==> src/core/ssdc_pkg.sv <==
// constants and carrier types for the seek servo digital control core
package ssdc_pkg;

    // ****************************************
    // counter geometry and decode thresholds
    // ****************************************
    localparam int           CNT_W           = 9;
    localparam int           DAC_W           = 5;
    localparam logic [8:0]   CNT_RST         = 9'h1ff;  // complement of zero tracks
    localparam logic [8:0]   CNT_STEP        = 9'h001;
    localparam logic [8:0]   LOW_GAIN_TRACKS = 9'h040;  // 64
    localparam logic [8:0]   CLAMP_TRACKS    = 9'h020;  // 32
    localparam logic [8:0]   LAST_TRACK      = 9'h001;
    localparam logic [8:0]   NO_TRACK        = 9'h000;

    // ****************************************
    // settle delay before on cylinder
    // ****************************************
    localparam int           CLK_PERIOD_NS   = 10;
    localparam real          SETTLE_TIME_MS  = 1.75;
    localparam int           SETTLE_CYCLES   = int'($ceil(SETTLE_TIME_MS * 1.0e6 / real'(CLK_PERIOD_NS)));
    localparam int           SETTLE_W        = 18;
    localparam logic [17:0]  SETTLE_RST      = 18'h0_0000;

    // ****************************************
    // switch controls toward the analog loop
    // ****************************************
    typedef struct packed {
        logic             low_gain_en;   // low resistance feedback path on
        logic             pos_clamp;     // position converter clamped at max
        logic             dac_en;        // stepped position error from dac
        logic [DAC_W-1:0] dac_code;      // five low counter bits
        logic             integ_clamp;   // velocity integrator held at zero
        logic             coarse_gate;
        logic             fine_gate;     // higher gain velocity path too
    } ssdc_switch_s;

    // reset pattern equals the decode of a zero-track count, so nothing toggles when reset lifts
    localparam ssdc_switch_s SWITCH_RST = '{low_gain_en: 1'b1, pos_clamp: 1'b0, dac_en: 1'b0,
                                            dac_code: 5'h1f, integ_clamp: 1'b1, coarse_gate: 1'b0,
                                            fine_gate: 1'b1};

endpackage

==> src/core/ssdc_seek_servo.sv <==
// digital control core of the voice-coil seek servo
module ssdc_seek_servo #(
    parameter int SETTLE_CYCLES = ssdc_pkg::SETTLE_CYCLES
) (
    // clock and reset
    input  wire logic                         clk,
    input  wire logic                         resetn,
    // difference transfer from the controller
    input  wire logic                         diff_load,
    input  wire logic [ssdc_pkg::CNT_W-1:0]   diff_value,
    input  wire logic                         target_odd,
    // motion status
    input  wire logic                         any_seek,
    input  wire logic                         cyl_pulse,
    input  wire logic                         fine_zero,
    // head load and unload sequencing
    input  wire logic                         heads_unloaded,
    input  wire logic                         load_start,
    input  wire logic                         power_off_unload,
    // analog loop switch controls, head drives, parity flag and on cylinder status
    output ssdc_pkg::ssdc_switch_s            sw,
    output logic                              retract_drive,
    output logic                              forward_drive,
    output logic                              vel_amp_disable,
    output logic                              target_parity_flag,
    output logic                              on_cylinder,
    // counter view
    output logic [ssdc_pkg::CNT_W-1:0]        diff_count
);

    // ****************************************
    // decode helpers
    // ****************************************
    // tracks remaining is simply the complement of the counter
    function automatic logic [8:0] remaining(input logic [8:0] cnt);
        remaining = ~cnt;
    endfunction

    // ****************************************
    // state
    // ****************************************
    logic [8:0]              cnt_reg;
    logic [8:0]              cnt_next;
    ssdc_pkg::ssdc_switch_s  sw_reg;
    ssdc_pkg::ssdc_switch_s  sw_next;
    logic                    parity_reg;
    logic                    retract_reg;
    logic                    forward_reg;
    logic                    vdis_reg;
    logic [17:0]             settle_reg;
    logic [17:0]             settle_next;
    logic                    oncyl_reg;
    logic                    oncyl_next;

    // ****************************************
    // decode of the difference counter
    // ****************************************
    wire logic [8:0] tracks_left = remaining(cnt_reg);
    wire logic       under_64    = tracks_left < ssdc_pkg::LOW_GAIN_TRACKS;
    wire logic       over_32     = tracks_left > ssdc_pkg::CLAMP_TRACKS;
    wire logic       last_32     = !over_32 && tracks_left != ssdc_pkg::NO_TRACK;
    wire logic       one_left    = tracks_left <= ssdc_pkg::LAST_TRACK;
    wire logic       at_target   = cnt_reg == ssdc_pkg::CNT_RST;
    // counting halts at target so a stray pulse cannot wrap the count
    wire logic       count_step  = any_seek && cyl_pulse && !at_target;

    // ****************************************
    // counter next value, load wins over a pulse
    // ****************************************
    assign cnt_next = diff_load  ? diff_value :
                      count_step ? cnt_reg + ssdc_pkg::CNT_STEP :
                                   cnt_reg;

    // ****************************************
    // switch controls from the decode
    // ****************************************
    assign sw_next.low_gain_en = under_64;
    assign sw_next.pos_clamp   = over_32;
    assign sw_next.dac_en      = last_32 && !one_left;
    assign sw_next.dac_code    = cnt_reg[ssdc_pkg::DAC_W-1:0];
    // the pulse itself dumps the integrator so each step starts a fresh ramp
    assign sw_next.integ_clamp = !(any_seek && last_32 && !cyl_pulse);
    assign sw_next.coarse_gate = !one_left;
    assign sw_next.fine_gate   = one_left;

    // ****************************************
    // settle timer, restarts whenever the null is lost
    // ****************************************
    wire logic settling = sw_reg.fine_gate && fine_zero && !diff_load;
    wire logic settled  = settle_reg == 18'(SETTLE_CYCLES - 1);
    assign settle_next = !settling ? ssdc_pkg::SETTLE_RST :
                         settled   ? settle_reg :
                                     settle_reg + 18'h0_0001;
    assign oncyl_next  = settling && settled;

    // ****************************************
    // registers
    // ****************************************
    always_ff @(posedge clk) begin
        if (!resetn) begin
            cnt_reg     <= ssdc_pkg::CNT_RST;
            sw_reg      <= ssdc_pkg::SWITCH_RST;
            parity_reg  <= 1'b0;
            retract_reg <= 1'b1;
            forward_reg <= 1'b0;
            vdis_reg    <= 1'b0;
            settle_reg  <= ssdc_pkg::SETTLE_RST;
            oncyl_reg   <= 1'b0;
        end else begin
            cnt_reg     <= cnt_next;
            sw_reg      <= sw_next;
            settle_reg  <= settle_next;
            oncyl_reg   <= oncyl_next;
            if (diff_load) begin
                parity_reg <= target_odd;
            end
            retract_reg <= heads_unloaded && !load_start;
            forward_reg <= load_start;
            vdis_reg    <= power_off_unload;
        end
    end

    // ****************************************
    // outputs
    // ****************************************
    assign sw                 = sw_reg;
    assign retract_drive      = retract_reg;
    assign forward_drive      = forward_reg;
    assign vel_amp_disable    = vdis_reg;
    assign target_parity_flag = parity_reg;
    assign on_cylinder        = oncyl_reg;
    assign diff_count         = cnt_reg;
endmodule

==> config.mk <==
export PLATFORM = sky130hd
export DESIGN_NAME = ssdc_seek_servo
export DESIGN_NICKNAME = d
export VERILOG_FILES = /design/src/core/ssdc_pkg.sv /design/src/core/ssdc_seek_servo.sv
export SDC_FILE = /design/constraint.sdc
export NUM_CORES = 1
export LEC_CHECK = 0
export BUFFER_PORTS_ARGS = -buffer_cell sky130_fd_sc_hd__buf_4
export CAP_MARGIN = 20
export CORE_ASPECT_RATIO = 0.8
export CORE_UTILIZATION = 57
export CTS_CLUSTER_SIZE = 40
export DETAILED_ROUTE_END_ITERATION = 7
export PLACE_DENSITY = 0.95
export SLEW_MARGIN = 20
export SYNTH_ARGS = -nofsm -noshare
export SYNTH_HDL_FRONTEND = slang
export SYNTH_SLANG_ARGS = --single-unit
==> constraint.sdc <==
create_clock -name clk -period 5.74 [get_ports clk]
set_input_delay 0.574 -clock clk [delete_from_list [all_inputs] [get_ports clk]]
set_output_delay 0.574 -clock clk [all_outputs]
set_load 0.01 [all_outputs]
==> results, run 1 <==
- The flow ran to the end, and the final reports show no timing, DRC or antenna violations.
- In the synthesized netlist the dominant register cell turns out to be sky130_fd_sc_hd__dfxtp_1.
- The cell count after synthesis came out at 212.
- The area growth from synthesis to layout is 19.9%.
- The number of enable-type register cells in the synthesized netlist is 0.
- The number of input and output port buffers inserted is 43.
- Clock-pin slew was measured on the worst setup and hold paths at 80 ps.
- After global routing the overflow that remains totals 0.
- For this run, the post-layout net count is 272.
- The die is 54.2 um tall.
- The count of buffers added by post-CTS timing repair for setup is 0.
- The core utilization of the finished layout is 73.4%.
- The CTS buffer count is 5.
- The number of distinct library cell variants in the gate-level netlist after synthesis is 43.
- For the worst flop-to-flop path, the logic depth is 8.
- The largest fanout of any net on the critical path is 9.
- Fill cells in the final layout number 236.
- The worst hold path was traced through 2 stages.
- In this run the static leakage power is 0.912 nW.
- At the pin with the least slew margin, the transition time is 756 ps.
- The worst-case IR drop observed on VDD is 206 uV.
- The nature of the critical path endpoint is a register.
- The worst reg2reg path startpoint is diff_count[0].
- The number of nets in the synthesized netlist is 235.
- The number of cells after detailed placement is 282.
- By startpoint and endpoint, the worst setup path is classified as reg2reg.
- The signal on the critical path passes through ha_1 > nand3_1 > nor2_1 > ha_1 > nand3b_1 > o31a_1 > nor3_1 > o21ai_1.
- The hold buffer count at CTS is 0.
- In this run the horizontal extent of the chip is 67.3 um.
- For this configuration, the core starts out at a cell density of 61.2%.
- By area the synthesized netlist is led by sky130_fd_sc_hd__dfxtp_1, sky130_fd_sc_hd__xnor2_1, sky130_fd_sc_hd__nand2_1, sky130_fd_sc_hd__nor2_1, sky130_fd_sc_hd__nor3_1.
- The critical path starts at diff_count[0].
- The critical path contains buffers and inverters numbering 0 combined.
- The worst path meets setup with 3580 ps of slack.
- The final setup violation count is 0.
- For the worst setup path, the data required time is 5920 ps.
- The CTS tree is built.
- For this run, design rule violations remaining after detail routing come to 0.
- The pre-CTS worst setup slack is 3650 ps.
- The clock latency on the worst-skew pair is 300 ps.
- The synthesized design devotes to its leading area cell type 44.3% of total area.
- The worst setup skew after layout is 8.57 ps.
- The number of nets with antenna violations after detailed routing is 0.
- The fraction of layout instances using a drive strength above 1 is 22.4%.
- The minimum clock period is 2160 ps.
- After detailed routing, the number of vias per cell comes to 5.51.
- The total power density per cell area is 252 nW/um^2.
- Dividing the detail-routed wire length by the instance count gives 13.6 um.
- Entering global routing, the biggest net connects 24 pins.
- The cell type with the largest total area after synthesis is sky130_fd_sc_hd__dfxtp_1.
- In this run the cell area of the synthesized design comes to 1940 sq um.
- The synthesized design contains 43 register bits.
- Sequential elements use 44.3% of the synthesized area.
- After floorplanning, the core was sized to cover 3180 sq um.
- The upper clock frequency limit is 463 MHz.
- In this run the number of H-tree levels came out at 2.
- Summing all flip-flop and latch instances after layout gives 861 sq um.
- The share of synthesized registers carrying an async set or reset is 0%.
- The global router's overall resource usage is 24.4%.
- The number of failing hold endpoints at the final stage is 0.
- Dividing the final minimum period by the clock period gives 37.6%.
- The number of placement rows is 18.
- The number of global-route vias before repair is 1,427.
- Setup repair after global routing left no endpoint under its margin.
- The placed wire-length estimate after detailed placement is 2910 um.
- The reg-to-reg setup timing slack is 3580 ps.
- The cell class contributing the biggest share of worst-path delay is simple AND/OR/NAND/NOR gates.
- The endpoint identified for the worst register-to-register timing path is diff_count[3].
- Yosys printed 0 warnings.
- The tightest slew margin relative to the limit is 49.3%.
- The sum of routed wire length over all layers is 3930 um.
- The number of antenna diodes in the final layout is 0.
- After routing, the total negative slack on setup checks comes to 0 ps.
- The flip-flop count of the largest register, all copies and words added is 18.
- The number of sinks driven by the clock tree is 43.
- The floorplan die area is 3650 sq um.
- In this run the worst hold path is classified as in2reg.
- Final hold analysis gives a worst-case slack of 485 ps.
- Each instance of the synthesized netlist takes up on average 9.17 sq um.
- The number of antenna violations at the first check in global routing is 0.
- The cell with the largest stage delay on the worst path is sky130_fd_sc_hd__nand3b_1.
- The kind of start point of the critical path is a register.
- Post-CTS repair changed the size of 0 cells.
- The first-pass detailed-route iteration total is 4.
- The path with the worst hold slack has its endpoint at vel_amp_disable.
- The cell that appears most often on the critical path is sky130_fd_sc_hd__ha_1.
- The wire length of the first global-routing pass is 6360 um.
- In this design, the stage delay of the slowest critical-path cell is 400 ps.
- At the worst endpoint, the arrival time is 2340 ps.
- Routability-driven placement finished with a final weighted congestion of 0.874.
- For this design the top-level I/O count stands at 44.
- CTS placed an instance of sky130_fd_sc_hd__clkbuf_8 at the clock tree root.
- The beginning of the worst hold path is power_off_unload.
- The count of final max-slew check failures is 0.
- No sink is reached through more buffers than the 2 on the longest clock path.
- The multi-input combinational cells in the finished layout cover a total of 977 sq um.
- The routed layout has 1,597 vias.
- The detailed router's first-iteration violation count is 92.
- The number of maximum-capacitance constraint violations is 0.
- The final cell count without fillers is 290.
## cell families after synthesis
| logic type | share of synthesized area (%) |
|---|---|
| and+or+nand+nor | 29.7 |
| buffers and inverters | 5.41 |
| adders and majority gates | 2.58 |
| DFF | 44.3 |
| AOI/OAI and AO/OA | 8.44 |
| muxes | 3.22 |
| xor gates and xnor gates | 6.31 |
## where the power goes
part | switching (mW) | leakage [nW] | internal, mW | total (mW)
Clock | 0.101 | 0.0412 | 0.0850 | 0.186
Combinational | 0.0387 | 0.518 | 0.0406 | 0.0793
Sequential | 0.0107 | 0.352 | 0.311 | 0.322
## per-stage QoR
stage / power (mW) / instance area (sq um)
after floorplan: 0.374 / 1940
final: 0.587 / 2330
after global placement: 0.405 / 2240
after detailed placement: 0.407 / 2240
after global routing: 0.613 / 2330
after CTS: 0.591 / 2330
## layer usage
layer  vias to the layer above  global-route usage [%]  wire length, um
met4                         0                    9.93               66
met5                         -                       0                0
met1                       730                    27.2             1740
met3                         7                    8.96              185
li1                        817                       -                -
met2                        43                    42.7             1940
## synth_stat cells (all sizes together), types with 4 or more instances
cell type / number
inv: 9
dfxtp: 43
nand4: 9
a21oi: 6
clkbuf: 5
nor2b: 6
nand2: 17
buf: 8
xnor2: 12
ha: 4
nor4: 10
nor3: 11
nor2: 17
o21ai: 8
mux2i: 4
nand3: 10
## layout make-up
class | count | area share, %
multi-input combinational | 147 | 41.9
tap | 40 | 2.15
sequential | 43 | 36.9
timing repair buffer | 43 | 13.9
inverter | 9 | 1.45
clock buffer | 6 | 3.11
clock inverter | 2 | 0.537
## cells in the final DEF (no fill, tap or decap), types with 3 or more instances in the layout
| cell | instances |
|---|---|
| sky130_fd_sc_hd__o21ai_1 | 3 |
| sky130_fd_sc_hd__and2_1 | 3 |
| sky130_fd_sc_hd__nand4_1 | 7 |
| sky130_fd_sc_hd__xnor2_1 | 12 |
| sky130_fd_sc_hd__mux2i_1 | 4 |
| sky130_fd_sc_hd__ha_1 | 4 |
| sky130_fd_sc_hd__buf_4 | 43 |
| sky130_fd_sc_hd__nor4_1 | 7 |
| sky130_fd_sc_hd__nor2b_1 | 6 |
| sky130_fd_sc_hd__nor2_1 | 17 |
| sky130_fd_sc_hd__nor3_1 | 11 |
| sky130_fd_sc_hd__a21oi_1 | 6 |
| sky130_fd_sc_hd__nand2b_1 | 3 |
| sky130_fd_sc_hd__inv_1 | 9 |
| sky130_fd_sc_hd__o21ai_0 | 5 |
| sky130_fd_sc_hd__dfxtp_1 | 43 |
| sky130_fd_sc_hd__nand3_1 | 9 |
| sky130_fd_sc_hd__nand2_1 | 17 |
| sky130_fd_sc_hd__clkbuf_8 | 5 |
## how the worst max path moves through the flow
stage / cells after the start / slack, ps / end
floorplan: 8 / 3880 / diff_count[8]
finish: 8 / 3580 / diff_count[3]
global route: 7 / 3410 / diff_count[8]
detailed placement: 7 / 3650 / diff_count[8]
CTS: 8 / 3630 / diff_count[3]
global placement: 4 / 3690 / settle_reg[2]
No activity file was read; power rests on OpenSTA's default activity.
==> inputs of run 2 (changes only) <==
--- a/config.mk
+++ b/config.mk
@@ -8,10 +8,10 @@
 export BUFFER_PORTS_ARGS = -buffer_cell sky130_fd_sc_hd__buf_4
 export CAP_MARGIN = 20
 export CORE_ASPECT_RATIO = 0.8
-export CORE_UTILIZATION = 57
+export CORE_UTILIZATION = 53
 export CTS_CLUSTER_SIZE = 40
 export DETAILED_ROUTE_END_ITERATION = 7
-export PLACE_DENSITY = 0.95
+export PLACE_DENSITY = 0.9
 export SLEW_MARGIN = 20
 export SYNTH_ARGS = -nofsm -noshare
 export SYNTH_HDL_FRONTEND = slang
==> constraint.sdc (replaced) <==
create_clock -name clk -period 2.23 [get_ports clk]
set_input_delay 0.223 -clock clk [delete_from_list [all_inputs] [get_ports clk]]
set_output_delay 0.223 -clock clk [all_outputs]
set_load 0.01 [all_outputs]
==> results, run 2 (synthesized netlist as in run 1, its figures left out) <==
- The flow ran to the end, and the final reports show no timing, DRC or antenna violations.
- The number of placed I/O pins is 44 (unchanged).
- The global router's overall resource usage came to 22.7% (-1.8 points).
- The upper clock frequency limit came to 496 MHz (+7.1%).
- The total power consumption of the routed design is 1.65 mW (+180%).
- In the layout the commonest cells are sky130_fd_sc_hd__buf_4, sky130_fd_sc_hd__dfxtp_1, sky130_fd_sc_hd__nor2_1, sky130_fd_sc_hd__nand2_1, sky130_fd_sc_hd__xnor2_1.
- The effective utilization at floorplan is 56.0% (-5.2 points).
- The tightest slew margin relative to the limit came to 70.7% (+21 points).
- The overall overflow remaining after global route was 0 (unchanged).
- Setup repair after global routing left no endpoint under its margin.
- The clock transition time at the flip-flop clock pins of the worst setup and hold paths was 80 ps (about the same).
- The wire length of the first global-routing pass came to 7000 um (+10%).
- The detailed router used layers up to and including met4.
- The worst setup path is launched from a register.
- The largest net degree at the start of global routing is 24 (unchanged).
- The minimum setup slack in the final design is 216 ps (-3370 ps).
- The final setup violation count is 0 (unchanged).
- The number of failing hold endpoints at the final stage is 0 (unchanged).
- The final design area excluding fillers is 2390 sq um (+2.6%).
- The detailed router's first-iteration violation count is 77 (-16%).
- The number of DRC violations after detailed routing came to 0 (unchanged).
- The worst setup skew after layout is 7.95 ps (-0.625 ps).
- The core utilization of the finished layout is 68.9% (-4.5 points).
- The count of final max-slew check failures came to 0 (unchanged).
- The number of nets with antenna violations after detailed routing is 0 (unchanged).
- The die extent in y is 56.2 um (+3.6%).
- The leakage power is 0.947 nW (+3.8%).
- The total power density per cell area is 692 nW/um^2 (+170%).
- In this run the clock root is driven by a sky130_fd_sc_hd__clkbuf_8.
- The net count of the finished layout came to 276 (+1.5%).
- The placed wire-length estimate after detailed placement was 2890 um (-0.72%).
- The fraction of layout instances using a drive strength above 1 is 24.0% (+1.6 points).
- The hold buffer count at CTS came to 0 (unchanged).
- The wire length per cell is 13.6 um (+0.56%).
- In this run the worst hold path is classified as in2reg.
- The number of sinks driven by the clock tree came to 43 (unchanged).
- The CTS buffer count was 5 (unchanged).
- The number of levels in the clock H-tree came to 2 (unchanged).
- The number of antenna violations at the first check in global routing is 0 (unchanged).
- The most common cell after layout, fill and taps aside is sky130_fd_sc_hd__buf_4.
- The maximum root-to-sink buffer count is 2 (unchanged).
- The via count is 1,642 (+2.8%).
- The required time reported for the critical path endpoint is 2420 ps (-3500 ps).
- The area of the core was 3470 sq um (+9.3%).
- The number of input and output port buffers inserted is 43 (unchanged).
- The maximum ir drop on the vdd rail is 553 uV (+170%).
- The clock latency on the worst-skew pair is 300 ps (about the same).
- The area of placed instances is 2280 sq um (+1.4%).
- The flip-flop count of the largest register, all copies and words added came to 18 (unchanged).
- The arrival time of data at the critical path endpoint came to 2200 ps (-140 ps).
- The floorplan die area was 3910 sq um (+7.3%).
- The number of global-route vias before repair came to 1,536 (+7.6%).
- The worst slack on hold paths was 104 ps (-381 ps).
- The post-route met1 wirelength was 1790 um (+2.6%).
- The length of routed met2 wiring is 2040 um (+5.0%).
- The count of buffers added by post-CTS timing repair for setup is 0 (unchanged).
- The post-route fraction of the period consumed by the critical path is 90.3% (+53 points).
- The number of cells after detailed placement is 288 (+2.1%).
- The minimum clock period is 2010 ps (-144 ps).
- From synthesis to final layout, the design area changed by 23.0%.
- The number of placement rows came to 19 (+1).
- The final cell count without fillers is 296 (+2.1%).
- The nature of the critical path endpoint is a register.
- The number of diodes added for antenna fixing is 0 (unchanged).
- The number of instances resized during post-cts repair was 0 (unchanged).
- The largest fanout of any net on the critical path is 9 (unchanged).
- The detailed-route vias per instance is 5.55 (+0.73%).
- The setup TNS came to 0 ps (unchanged).
- The sum of routed wire length over all layers is 4040 um (+2.6%).
- The worst setup path is of the reg2reg kind.
- The horizontal die dimension is 69.7 um (+3.6%).
- The first-pass detailed-route iteration total is 4 (unchanged).
- The final RePlAce weighted congestion is 0.852 (-2.5%).
- The measured slew at the worst slew-check pin came to 436 ps (-320 ps).
- The number of maximum-capacitance constraint violations is 0 (unchanged).
- TritonCTS built the clock tree.
- The pre-CTS worst setup slack is 249 ps (-3410 ps).
- The detailed-routed wire length on met3 is 202 um (+9.2%).
## run 2: cell count changes in the layout (fill, tap and decap cells not counted)
| cell | change |
|---|---|
| sky130_fd_sc_hd__buf_4 | +4 |
| sky130_fd_sc_hd__bufinv_16 | +1 |
| sky130_fd_sc_hd__clkbuf_1 | -1 |
| sky130_fd_sc_hd__clkinv_4 | +1 |
| sky130_fd_sc_hd__clkinvlp_4 | -1 |
## run 2: path summary, 6_finish.rpt
kind	slack [ps]	start	cells past startpoint	to
setup / recovery	220	diff_count[0]	8	diff_count[8]
hold / removal	100	load_start	2	retract_drive
setup reg to reg	220	diff_count[0]	8	diff_count[8]
hold reg to reg	520	settle_reg[1]	2	settle_reg[1]
## run 2: cell type report
| cell class | count | area, sq um |
|---|---|---|
| clock buffer | 5 | 68.8 |
| clock inverter | 3 | 43.8 |
| fill | 275 | 1080 |
| inverter | 9 | 33.8 |
| multi-input combinational | 147 | 977 |
| sequential | 43 | 861 |
| tap | 42 | 52.6 |
| timing repair buffer | 47 | 353 |
## run 2: layer usage
layer / track usage, % / vias up
met4: 6.29 / 0
met2: 38.3 / 39
li1: - / 825
met5: 0 / -
met1: 27.7 / 776
met3: 7.61 / 2
## run 2: critical path, cell delays in order, from the launching register on
cell and delay [ps]:
sky130_fd_sc_hd__dfxtp_1 330, sky130_fd_sc_hd__ha_1 240, sky130_fd_sc_hd__nand3_1 90, sky130_fd_sc_hd__nor2_1 40, sky130_fd_sc_hd__ha_1 210, sky130_fd_sc_hd__nand3b_1 390
sky130_fd_sc_hd__mux2_1 420, sky130_fd_sc_hd__mux2i_1 130, sky130_fd_sc_hd__nand2_1 60
## run 2: report_power, final
group          internal, mW  switching (mW)  total (mW)
logic                 0.113           0.107       0.219
registers             0.800          0.0242       0.824
clock network         0.333           0.277       0.611
total                  1.25           0.408        1.65
